## src/verilog/agclf_pkg.sv

```systemverilog
// shared types and constants of the agc loop filter and gain stage
package agclf_pkg;

   // data widths
   localparam int IN_W   = 16;
   localparam int SC_W   = 19;
   localparam int OUT_W  = 16;
   localparam int LG_W   = 12;
   localparam int ERR_W  = 14;
   localparam int ACC_W  = 24;
   localparam int FRAC_W = 8;
   localparam int MANT_W = 8;
   localparam int EXP_W  = 4;

   // reset values of the programmable fields
   localparam logic [7:0]  RST_GAIN_BELOW = 8'h10;
   localparam logic [7:0]  RST_GAIN_ABOVE = 8'h40;
   localparam logic [7:0]  RST_POLE       = 8'h00;
   localparam logic [11:0] RST_LIMIT      = 12'h100;
   localparam logic [11:0] RST_INIT_GAIN  = 12'h000;
   localparam logic [7:0]  RST_DESIRED    = 8'h00;
   localparam logic [11:0] RST_UPD_DEC    = 12'h001;
   localparam logic [15:0] RST_HOLDOFF    = 16'h0001;

   // largest gain word, 0 to 96.3 db
   localparam logic [LG_W-1:0] GAIN_MAX = 12'hfff;

   // desired level: 2 exponent, 6 mantissa bits; mantissa step is 4 gain lsbs
   localparam int DES_EXP_W = 2;
   localparam int DES_MAN_W = 6;
   localparam int DES_MAN_SH = 2;

   // output word length codes
   typedef enum logic [2:0] {
      AGCLF_W4, AGCLF_W5, AGCLF_W6, AGCLF_W7,
      AGCLF_W8, AGCLF_W10, AGCLF_W12, AGCLF_W16
   } agclf_wlen_e;

   // sync hold-off sequencer
   typedef enum logic {AGCLF_IDLE, AGCLF_HOLD} agclf_sync_e;

   // programmable control fields
   typedef struct packed {
      logic [7:0]  loop_gain_first;
      logic [7:0]  loop_gain_second;
      logic [7:0]  loop_pole_location;
      logic [11:0] loop_error_limit;
      logic [11:0] initial_gain_value;
      logic [7:0]  desired_level;
      logic        clip_mode;
      agclf_wlen_e out_len;
      logic        chan_sync_sel;
      logic [1:0]  sync_pin_sel;
      logic [11:0] update_dec;
      logic [15:0] holdoff;
   } agclf_cfg_s;

   // complex sample in
   typedef struct packed {
      logic                   vld;
      logic signed [IN_W-1:0] i;
      logic signed [IN_W-1:0] q;
   } agclf_smp_s;

   // truncated output sample
   typedef struct packed {
      logic                    vld;
      logic signed [OUT_W-1:0] i;
      logic signed [OUT_W-1:0] q;
   } agclf_out_s;

   // samples fed back to the power measurement
   typedef struct packed {
      logic                   vld;
      logic signed [SC_W-1:0] i;
      logic signed [SC_W-1:0] q;
   } agclf_fb_s;

endpackage
```

## src/verilog/agclf_core.sv

```systemverilog
// agc loop filter, gain multiplier, truncation and sync selection
//
// Behaviour
// - second-order loop filter set by two gains, a threshold and a pole.
// - loop error is request level minus measured rms level.
// - error magnitude below threshold uses first gain, above uses second.
// - filter is K z^-2 over (1-z^-1)(1-P z^-1).
// - gains and pole are 8-bit fractions, code over 256.
// - threshold is 4 exponent bits and 8 mantissa bits.
// - linear gain is two to the power of the filter output.
// - i and q take a 4-bit coarse shift then 8-bit fine multiply.
// - initial gain value is applied until the loop first updates.
// - scaled i and q are 19 bits and feed the power measurement.
// - scaled outputs truncated to 4,5,6,7,8,10,12 or 16 bits.
// - clip mode bit set selects clipping level operation.
// - clip mode feeds back before-minus-after truncation difference.
// - clip mode compares against the same desired level register.
// - gain word follows the initial gain value until the loop starts, then changes only on aligned update events.
// - sync from channel start sync or one of four pins.
// - sync now write delivers a sync to the loop.
// - loop advances once per 1 to 4096 input samples.
// - desired level is 2 exponent and 6 mantissa bits.
// - sync loads 16-bit hold-off, acts when count reaches one.
`timescale 1ns/100ps
module agclf_core
   import agclf_pkg::*;
(
   // clock, reset, enable
   input  wire logic            clk,
   input  wire logic            rst,
   input  wire logic            ce,
   // control fields
   input  wire agclf_cfg_s      cfg,
   // sync sources
   input  wire logic            sync_now,
   input  wire logic            nco_start_sync,
   input  wire logic [3:0]      sync_pins,
   // sample stream in
   input  wire agclf_smp_s      smp_in,
   // measured rms level, log2 units of the gain word
   input  wire logic [LG_W-1:0] rms_level,
   // truncated outputs
   output agclf_out_s           smp_out,
   // power measurement feedback
   output agclf_fb_s            fb_out,
   // applied gain word and its update strobe
   output logic [LG_W-1:0]      gain_word,
   output logic                 gain_upd,
   output logic                 loop_started
);

   // whole module state
   typedef struct packed {
      agclf_sync_e              sync_st;
      logic [15:0]              hold_cnt;
      logic [11:0]              dec_cnt;
      logic                     started;
      logic signed [ERR_W-1:0]  err;
      logic signed [ACC_W-1:0]  w;
      logic signed [ACC_W-1:0]  y;
      logic [LG_W-1:0]          gain;
      logic                     upd;
      agclf_out_s               out;
      agclf_fb_s                fb;
   } agclf_st_s;

   agclf_st_s st_q;
   agclf_st_s st_d;

   // bits dropped below the chosen output width
   function automatic logic [4:0] drop_bits(input agclf_wlen_e wl);
      unique case (wl)
         AGCLF_W4:  drop_bits = 5'(SC_W - 4);
         AGCLF_W5:  drop_bits = 5'(SC_W - 5);
         AGCLF_W6:  drop_bits = 5'(SC_W - 6);
         AGCLF_W7:  drop_bits = 5'(SC_W - 7);
         AGCLF_W8:  drop_bits = 5'(SC_W - 8);
         AGCLF_W10: drop_bits = 5'(SC_W - 10);
         AGCLF_W12: drop_bits = 5'(SC_W - 12);
         AGCLF_W16: drop_bits = 5'(SC_W - 16);
      endcase
   endfunction

   // coarse shift, fine multiply and saturation to the scaled width
   function automatic logic signed [SC_W-1:0] scale(
      input logic signed [IN_W-1:0] x,
      input logic [LG_W-1:0]        g
   );
      logic signed [IN_W+15:0]        sh;
      logic signed [IN_W+15+MANT_W+1:0] pr;
      logic signed [IN_W+15+MANT_W+1:0] lim;
      sh  = (IN_W+16)'(x) <<< g[LG_W-1 -: EXP_W];
      pr  = (IN_W+MANT_W+17)'(sh) * $signed({1'b0, 1'b1, g[MANT_W-1:0]});
      lim = pr >>> MANT_W;
      if (lim > $signed((IN_W+MANT_W+17)'({1'b0, {(SC_W-1){1'b1}}}))) begin
         scale = {1'b0, {(SC_W-1){1'b1}}};
      end else if (lim < -$signed((IN_W+MANT_W+17)'({1'b1, {(SC_W-1){1'b0}}}))) begin
         scale = {1'b1, {(SC_W-1){1'b0}}};
      end else begin
         scale = lim[SC_W-1:0];
      end
   endfunction

   // fixed-point product of a signed value and an 8-bit fraction, kept at acc width
   function automatic logic signed [ACC_W-1:0] frac_mul(
      input logic signed [ACC_W-1:0] v,
      input logic [7:0]              k
   );
      logic signed [ACC_W+8:0] p;
      p = (ACC_W+9)'(v) * $signed({1'b0, k});
      frac_mul = p[ACC_W+7:8];
   endfunction

   // selected sync and update strobes
   logic                    sync_in;
   logic                    sync_fire;
   logic                    smp_tick;
   logic                    upd_evt;
   logic [LG_W-1:0]         req_lvl;
   logic signed [ERR_W-1:0] err_now;
   logic [ERR_W-1:0]        err_mag;
   logic [7:0]              k_sel;
   logic signed [ACC_W-1:0] y_nxt;
   logic [LG_W-1:0]         applied;
   logic signed [SC_W-1:0]  sc_i;
   logic signed [SC_W-1:0]  sc_q;
   logic signed [SC_W-1:0]  tr_i;
   logic signed [SC_W-1:0]  tr_q;
   logic [4:0]              drop;

   // sync source choice
   always_comb begin
      if (cfg.chan_sync_sel) begin
         sync_in = nco_start_sync;
      end else begin
         sync_in = sync_pins[cfg.sync_pin_sel];
      end
      sync_in = sync_in | sync_now;
   end

   // act when hold-off count hits one
   assign sync_fire = (st_q.sync_st == AGCLF_HOLD) && (st_q.hold_cnt <= 16'h0001);

   assign smp_tick = smp_in.vld && (st_q.dec_cnt == 12'h000);
   // updates only at tick or aligned sync
   assign upd_evt  = smp_tick || sync_fire;

   // desired level widened into gain-word units
   assign req_lvl = {{(EXP_W-DES_EXP_W){1'b0}},
                     cfg.desired_level[DES_EXP_W+DES_MAN_W-1 -: DES_EXP_W],
                     cfg.desired_level[DES_MAN_W-1:0], {DES_MAN_SH{1'b0}}};

   // error and gain choice
   always_comb begin
      // request minus measured level; same register in clip mode
      err_now = $signed({2'b00, req_lvl}) - $signed({2'b00, rms_level});
      err_mag = err_now[ERR_W-1] ? ERR_W'(-err_now) : ERR_W'(err_now);
      // threshold held as 4.8 floating word
      if (err_mag < {2'b00, cfg.loop_error_limit}) begin
         k_sel = cfg.loop_gain_first;
      end else begin
         k_sel = cfg.loop_gain_second;
      end
   end

   // initial gain until the loop starts
   assign applied = st_q.started ? st_q.gain : cfg.initial_gain_value;

   // gain multiply and truncation
   always_comb begin
      // gain word is log2, shift then fraction
      sc_i = scale(smp_in.i, applied);
      sc_q = scale(smp_in.q, applied);
      // keep the top bits of the scaled word
      drop = drop_bits(cfg.out_len);
      tr_i = (sc_i >>> drop) <<< drop;
      tr_q = (sc_q >>> drop) <<< drop;
   end

   // next-state logic
   always_comb begin
      st_d     = st_q;
      st_d.upd = 1'b0;
      y_nxt    = st_q.y;

      unique case (st_q.sync_st)
         AGCLF_IDLE: begin
            if (sync_in) begin
               st_d.sync_st  = AGCLF_HOLD;
               st_d.hold_cnt = cfg.holdoff;
            end
         end
         AGCLF_HOLD: begin
            if (sync_fire) begin
               st_d.sync_st = AGCLF_IDLE;
            end else begin
               st_d.hold_cnt = st_q.hold_cnt - 16'h0001;
            end
         end
      endcase

      // count input samples, reload on update or sync
      if (sync_fire || smp_tick) begin
         st_d.dec_cnt = cfg.update_dec - 12'h001;
      end else if (smp_in.vld) begin
         st_d.dec_cnt = st_q.dec_cnt - 12'h001;
      end

      // before the first update the filter tracks the initial gain
      if (!st_q.started) begin
         st_d.y = ACC_W'({cfg.initial_gain_value, {FRAC_W{1'b0}}});
         st_d.w = '0;
         y_nxt  = st_d.y;
      end

      // w is the pole stage, y the integrator
      // gain and pole as code over 256
      if (upd_evt) begin
         st_d.err     = err_now;
         st_d.w       = frac_mul(st_q.w, cfg.loop_pole_location) +
                        ACC_W'(ACC_W'(st_q.err) * ACC_W'(k_sel));
         y_nxt        = (st_q.started ? st_q.y : st_d.y) + st_q.w;
         st_d.y       = y_nxt;
         st_d.started = 1'b1;
         st_d.upd     = 1'b1;
         // saturate to the 0 to 96.3 db range
         if (y_nxt < 0) begin
            st_d.gain = '0;
         end else if (y_nxt > $signed(ACC_W'({GAIN_MAX, {FRAC_W{1'b0}}}))) begin
            st_d.gain = GAIN_MAX;
         end else begin
            st_d.gain = y_nxt[LG_W+FRAC_W-1:FRAC_W];
         end
      end

      // output holds the retained bits only
      st_d.out.vld = smp_in.vld;
      if (smp_in.vld) begin
         st_d.out.i = OUT_W'(sc_i >>> drop);
         st_d.out.q = OUT_W'(sc_q >>> drop);
      end

      // scaled words go back to power measurement
      // mode bit picks the feedback path
      st_d.fb.vld = smp_in.vld;
      if (smp_in.vld) begin
         if (cfg.clip_mode) begin
            st_d.fb.i = sc_i - tr_i;
            st_d.fb.q = sc_q - tr_q;
         end else begin
            st_d.fb.i = sc_i;
            st_d.fb.q = sc_q;
         end
      end
   end

   // state register; enable low freezes everything
   always_ff @(posedge clk or posedge rst) begin
      if (rst) begin
         st_q <= '{sync_st: AGCLF_IDLE, dec_cnt: 12'h000, default: '0};
      end else if (ce) begin
         st_q <= st_d;
      end
   end

   // outputs from the state; gain word through the initial gain mux
   assign smp_out      = st_q.out;
   assign fb_out       = st_q.fb;
   assign gain_word    = applied;
   assign gain_upd     = st_q.upd;
   assign loop_started = st_q.started;

endmodule

```

## config.mk

```make
export PLATFORM = sky130hd
export DESIGN_NAME = agclf_core
export DESIGN_NICKNAME = d
export VERILOG_FILES = /design/src/verilog/agclf_pkg.sv /design/src/verilog/agclf_core.sv
export SDC_FILE = /design/constraint.sdc
export NUM_CORES = 2
export LEC_CHECK = 0
export ABC_AREA = 1
export CAP_MARGIN = 25
export CORE_MARGIN = 2
export CORE_UTILIZATION = 68
export DETAILED_ROUTE_END_ITERATION = 6
export DONT_BUFFER_PORTS = 1
export PLACE_DENSITY = 0.91
export RECOVER_POWER = 100
export SYNTH_ARGS = -nofsm -noshare
export SYNTH_HDL_FRONTEND = slang
export SYNTH_SLANG_ARGS = --single-unit
```

## constraint.sdc

```tcl
create_clock -name clk -period 13.2 [get_ports clk]
set_input_delay 1.98 -clock clk [delete_from_list [all_inputs] [get_ports clk]]
set_output_delay 1.98 -clock clk [all_outputs]
set_load 0.005 [all_outputs]
```

==> summary.md <==
| Metric | Value |
|---|---|
| Post-CTS Repair Setup Buffers | `0` |
| Adder-Cell Fraction of Synth Area | `between 30 and 40%` |
| Relative slew slack | `-154%` |
| Most common library cell in the layout ignoring fill and taps | `sky130_fd_sc_hd__nand2_1` |
| Multiplexer share of the synthesized area | `less than 1%` |
| Maximum number of pins on one net before global-route repair | `between 100 and 150` |
| Xor-xnor portion of the synthesized cell area | `3.14%` |
| Biggest cell delay along the critical path | `about 0.6 ns` |
| Classification of the worst setup path | `primary input to register` |
| Detailed-route DRC error count | `4` |
| Signal arrival time at the worst endpoint | `between 10 and 15 ns` |
| Weighted congestion reported at the end of routability-driven placement | `a little over 1` |
| Setup-violating endpoint count in the final report | `0` |
| Width of the die | `roughly 270 um` |
| Worst Hold Endpoint | `st_q[159]$_DFFE_PP0P_` |
| Post-Syn Area per Cell | `roughly 7.0 um^2` |
| Synthesized-area fraction occupied by and/or/nand/nor cells | `between 20% and 30%` |
| Class of the tightest hold or removal check | `register to register` |
| Cell count after synthesis | `between 6k and 7k` |
| Global-route wire length before repair | `between 200000 and 250000 um` |
| Cell depth of the worst min-delay path | `2` |
| Standard-cell rows | `96` |
| Number of filler instances in the final layout | `5500` |
| Startpoint kind of the worst setup timing path | `primary input` |
| Clk sink count | `around 180` |
| Core region area | `roughly 70000 um^2` |
| Worst Clk Skew | `0.0208 ns` |
| Transition time of the tightest slew-check pin | `about 3.8 ns` |
| Cell count of the worst reg-to-reg path | `50` |
| Final setup slack of the worst path | `0.917 ns` |
| Slowest stage cell on the critical path | `sky130_fd_sc_hd__nor2_1` |
| Register bit total from synthesis | `around 180` |
| Proportion of register bits with asynchronous set or reset after synthesis | `100%` |
| Worst setup timing slack at the placement stage | `0.630 ns` |
| Post-route minimum period | `12.28 ns` |
| Fraction of the mapped netlist area in compound gates | `under 10%` |
| Most used cells in the layout excluding fill and tap cells | `1560 x sky130_fd_sc_hd__nand2_1, 1401 x sky130_fd_sc_hd__inv_1, 687 x sky130_fd_sc_hd__fa_1, 565 x sky130_fd_sc_hd__nor2_1, 420 x sky130_fd_sc_hd__nand3_1` |
| Run status | `complete, but fails checks` |
| Maximum buffer depth of the clock tree | `2` |
| Global-route usage over all layers | `between 30% and 40%` |
| Maximum level of the CTS H-tree | `4` |
| DRC violation total after the first TritonRoute iteration | `~4.6k` |
| Unrepaired setup endpoints after global routing | `no` |
| Min Hold Slack | `approximately 0.49 ns` |
| Inserted Clock Buffers | `17` |
| Netlist cell types | `between 60 and 70` |
| Routed wirelength normalized by instance count | `18.2 um` |
| Hold-fix buffers at CTS | `0` |
| Total Wirelength | `135000 um` |
| Number of max-slew violations in the final report | `395` |
| Overall via count from detail_route | `43.6k` |
| Endpoint kind of the worst setup timing path | `register` |
| Main combinational cell family by area after synthesis | `adder cells` |
| Residual antenna-violating net count after detailed routing | `0` |
| Final hold viol count | `0` |
| Post-route fraction of the period consumed by the critical path | `between 90% and 100%` |
| Area of the die | `slightly above 70000 um^2` |
| Register-to-Register Setup Slack | `a little over 0.9 ns` |
| I/O Pins | `around 230` |
| Clock root buffer master | `sky130_fd_sc_hd__clkbuf_16` |
| Fraction of final layout cells sized beyond drive strength 1 | `about 2.9%` |
| Die height | `267 um` |
| Leftover overflow at the end of global routing | `0` |
| CTS tree | `yes` |
| Synthesis warning total | `0` |
| Reg-to-reg critical path endpoint | `fb_out[13]$_DFFE_PP0P_` |
| Vias in the first global route | `approximately 45k` |
| Insertion delay of the later-clocked pin in the worst-skew pair | `about 0.47 ns` |
| Maximum fanout along the worst path | `50` |
| Mean number of vias per cell | `5.89` |
| Cell area after synthesis | `around 47000 um^2` |
| CTS clock-pin slew for the worst setup and hold paths | `0.08 ns` |
| Sum of negative setup slack | `0 ns` |
| Layout Nets | `roughly 7.7k` |
| HPWL after DPL | `between 100000 and 150000 um` |
| Final Util | `a little over two thirds` |
| Most common flop cell mapped by yosys | `sky130_fd_sc_hd__dfrtp_1` |
| Drt pass-1 iters | `7` |
| Cell repeated most along the worst path | `sky130_fd_sc_hd__inv_1` |
| Fraction of the yosys area taken by sequential cells | `9.30%` |
| Max-capacitance violation count | `9` |
| Worst min-delay path startpoint | `st_q[159]$_DFFE_PP0P_` |
| Area growth syn-to-layout | `1.22%` |
| Number of enable flip-flop cells after synthesis | `0` |
| Number of antenna violations at the first check in global routing | `10` |
| Required time worst endpoint | `around 14 ns` |
| Number of I/O port buffers | `0` |
| Initial core utilization | `68.7%` |
| Launch point of the worst reg-to-reg path | `loop_started$_DFFE_PP0P_` |
| Violated checks | `DRC, capacitance limit, slew limit` |
| Max frequency | `81.4 MHz` |
-- synth_stat cells (all sizes together) (18+ instances only) --
| master | n | area share (%) |
|---|---|---|
| inv | 1412 | 11 |
| nand3 | 434 | 4.8 |
| a31oi | 51 | 0.68 |
| nand4 | 28 | 0.44 |
| a21o | 20 | 0.33 |
| xor2 | 116 | 2.2 |
| nor4 | 19 | 0.25 |
| a21oi | 280 | 3.0 |
| o21bai | 18 | 0.29 |
| xnor2 | 53 | 0.99 |
| clkinv | 20 | 0.16 |
| nand2 | 1616 | 13 |
| o22ai | 34 | 0.45 |
| nor2 | 576 | 4.7 |
| dfrtp | 175 | 9.3 |
| clkbuf | 174 | 1.4 |
| o21ai | 331 | 3.6 |
| fa | 687 | 29 |
| ha | 362 | 9.6 |
| buf | 128 | 1.8 |
| nor3 | 38 | 0.41 |
-- stage by stage --
step | cell area (um^2) | cells
after floorplan | 47100 | 6698
final | 47700 | 7403
after detailed placement | 47200 | 7366
after global placement | 47200 | 7366
after CTS | 47800 | 7398
after global routing | 47700 | 7402
-- cells by family (layout without fill, tap and decap cells) --
logic type / Yosys count / in the layout
DFF: 175 / 175
AOI/OAI and AO/OA: 803 / 803
xor gates and xnor gates: 169 / 169
other: 2 / 9
and+or+nand+nor: 2751 / 2751
buffers and inverters: 1734 / 1507
adders and majority gates: 1049 / 1049
muxes: 9 / 9
-- state kept, by name (all words and copies together), names as in the netlist --
register,count
st_q,102
fb_out,39
smp_out,32
gain_upd,1
loop_started,1
-- layout make-up --
cell class | instances | area, um^2 | area share (%)
well taps | 931 | 1160 | 2.44
flip-flops and latches | 175 | 4380 | 9.18
clock buffers | 19 | 443 | 0.929
inverters | 1432 | 5380 | 11.3
multi-input cells | 4789 | 35900 | 75.3
repair buffers | 43 | 283 | 0.593
diodes | 1 | 2.50 | 0.00525
clock inverters | 13 | 148 | 0.310
-- layer usage --
layer	wire [um]	part of all wire, %	up-vias	global-route usage, %
met5	119	0.088	-	0
met4	8540	6.3	20	23.1
met3	13800	10	676	9.53
met2	63400	47	2456	64.4
met1	48700	36	20500	45.4
li1	-	-	19900	-
-- how the worst max path moves through the flow --
stage                        startpoint                endpoint  slack (ns)  cells past startpoint
2_1_floorplan              rms_level[2]   st_q[132]$_DFFE_PP0P_        1.92                     62
3_3_place_gp               rms_level[2]   st_q[132]$_DFFE_PP0P_        0.87                     61
3_5_place_dp               rms_level[2]   st_q[132]$_DFFE_PP0P_        0.63                     65
4_1_cts                    rms_level[2]   st_q[132]$_DFFE_PP0P_        1.08                     65
5_1_grt        loop_started$_DFFE_PP0P_  fb_out[37]$_DFFE_PP0P_        0.05                     62
6_report                        cfg[51]  fb_out[13]$_DFFE_PP0P_        0.92                     49
-- what timing repair did --
action | 4_1_cts | 5_1_grt
endpoints found under the hold margin | 0 | 0
setup endpoints to repair | 0 | 10
resized for setup | 0 | 3
-- worst max-delay path, delay by kind of cell --
| kind | cells | cell delay, ns |
|---|---|---|
| buffers and inverters | 9 | 0.98 |
| muxes | 1 | 0.15 |
| adders and majority gates | 7 | 3.23 |
| xor gates and xnor gates | 1 | 0.22 |
| AOI/OAI and AO/OA | 10 | 2.22 |
| and+or+nand+nor | 21 | 3.82 |
Power is left out: the tool's default activity adds up to more than one toggle a clock period on the data nets, which glitch-free logic cannot reach.
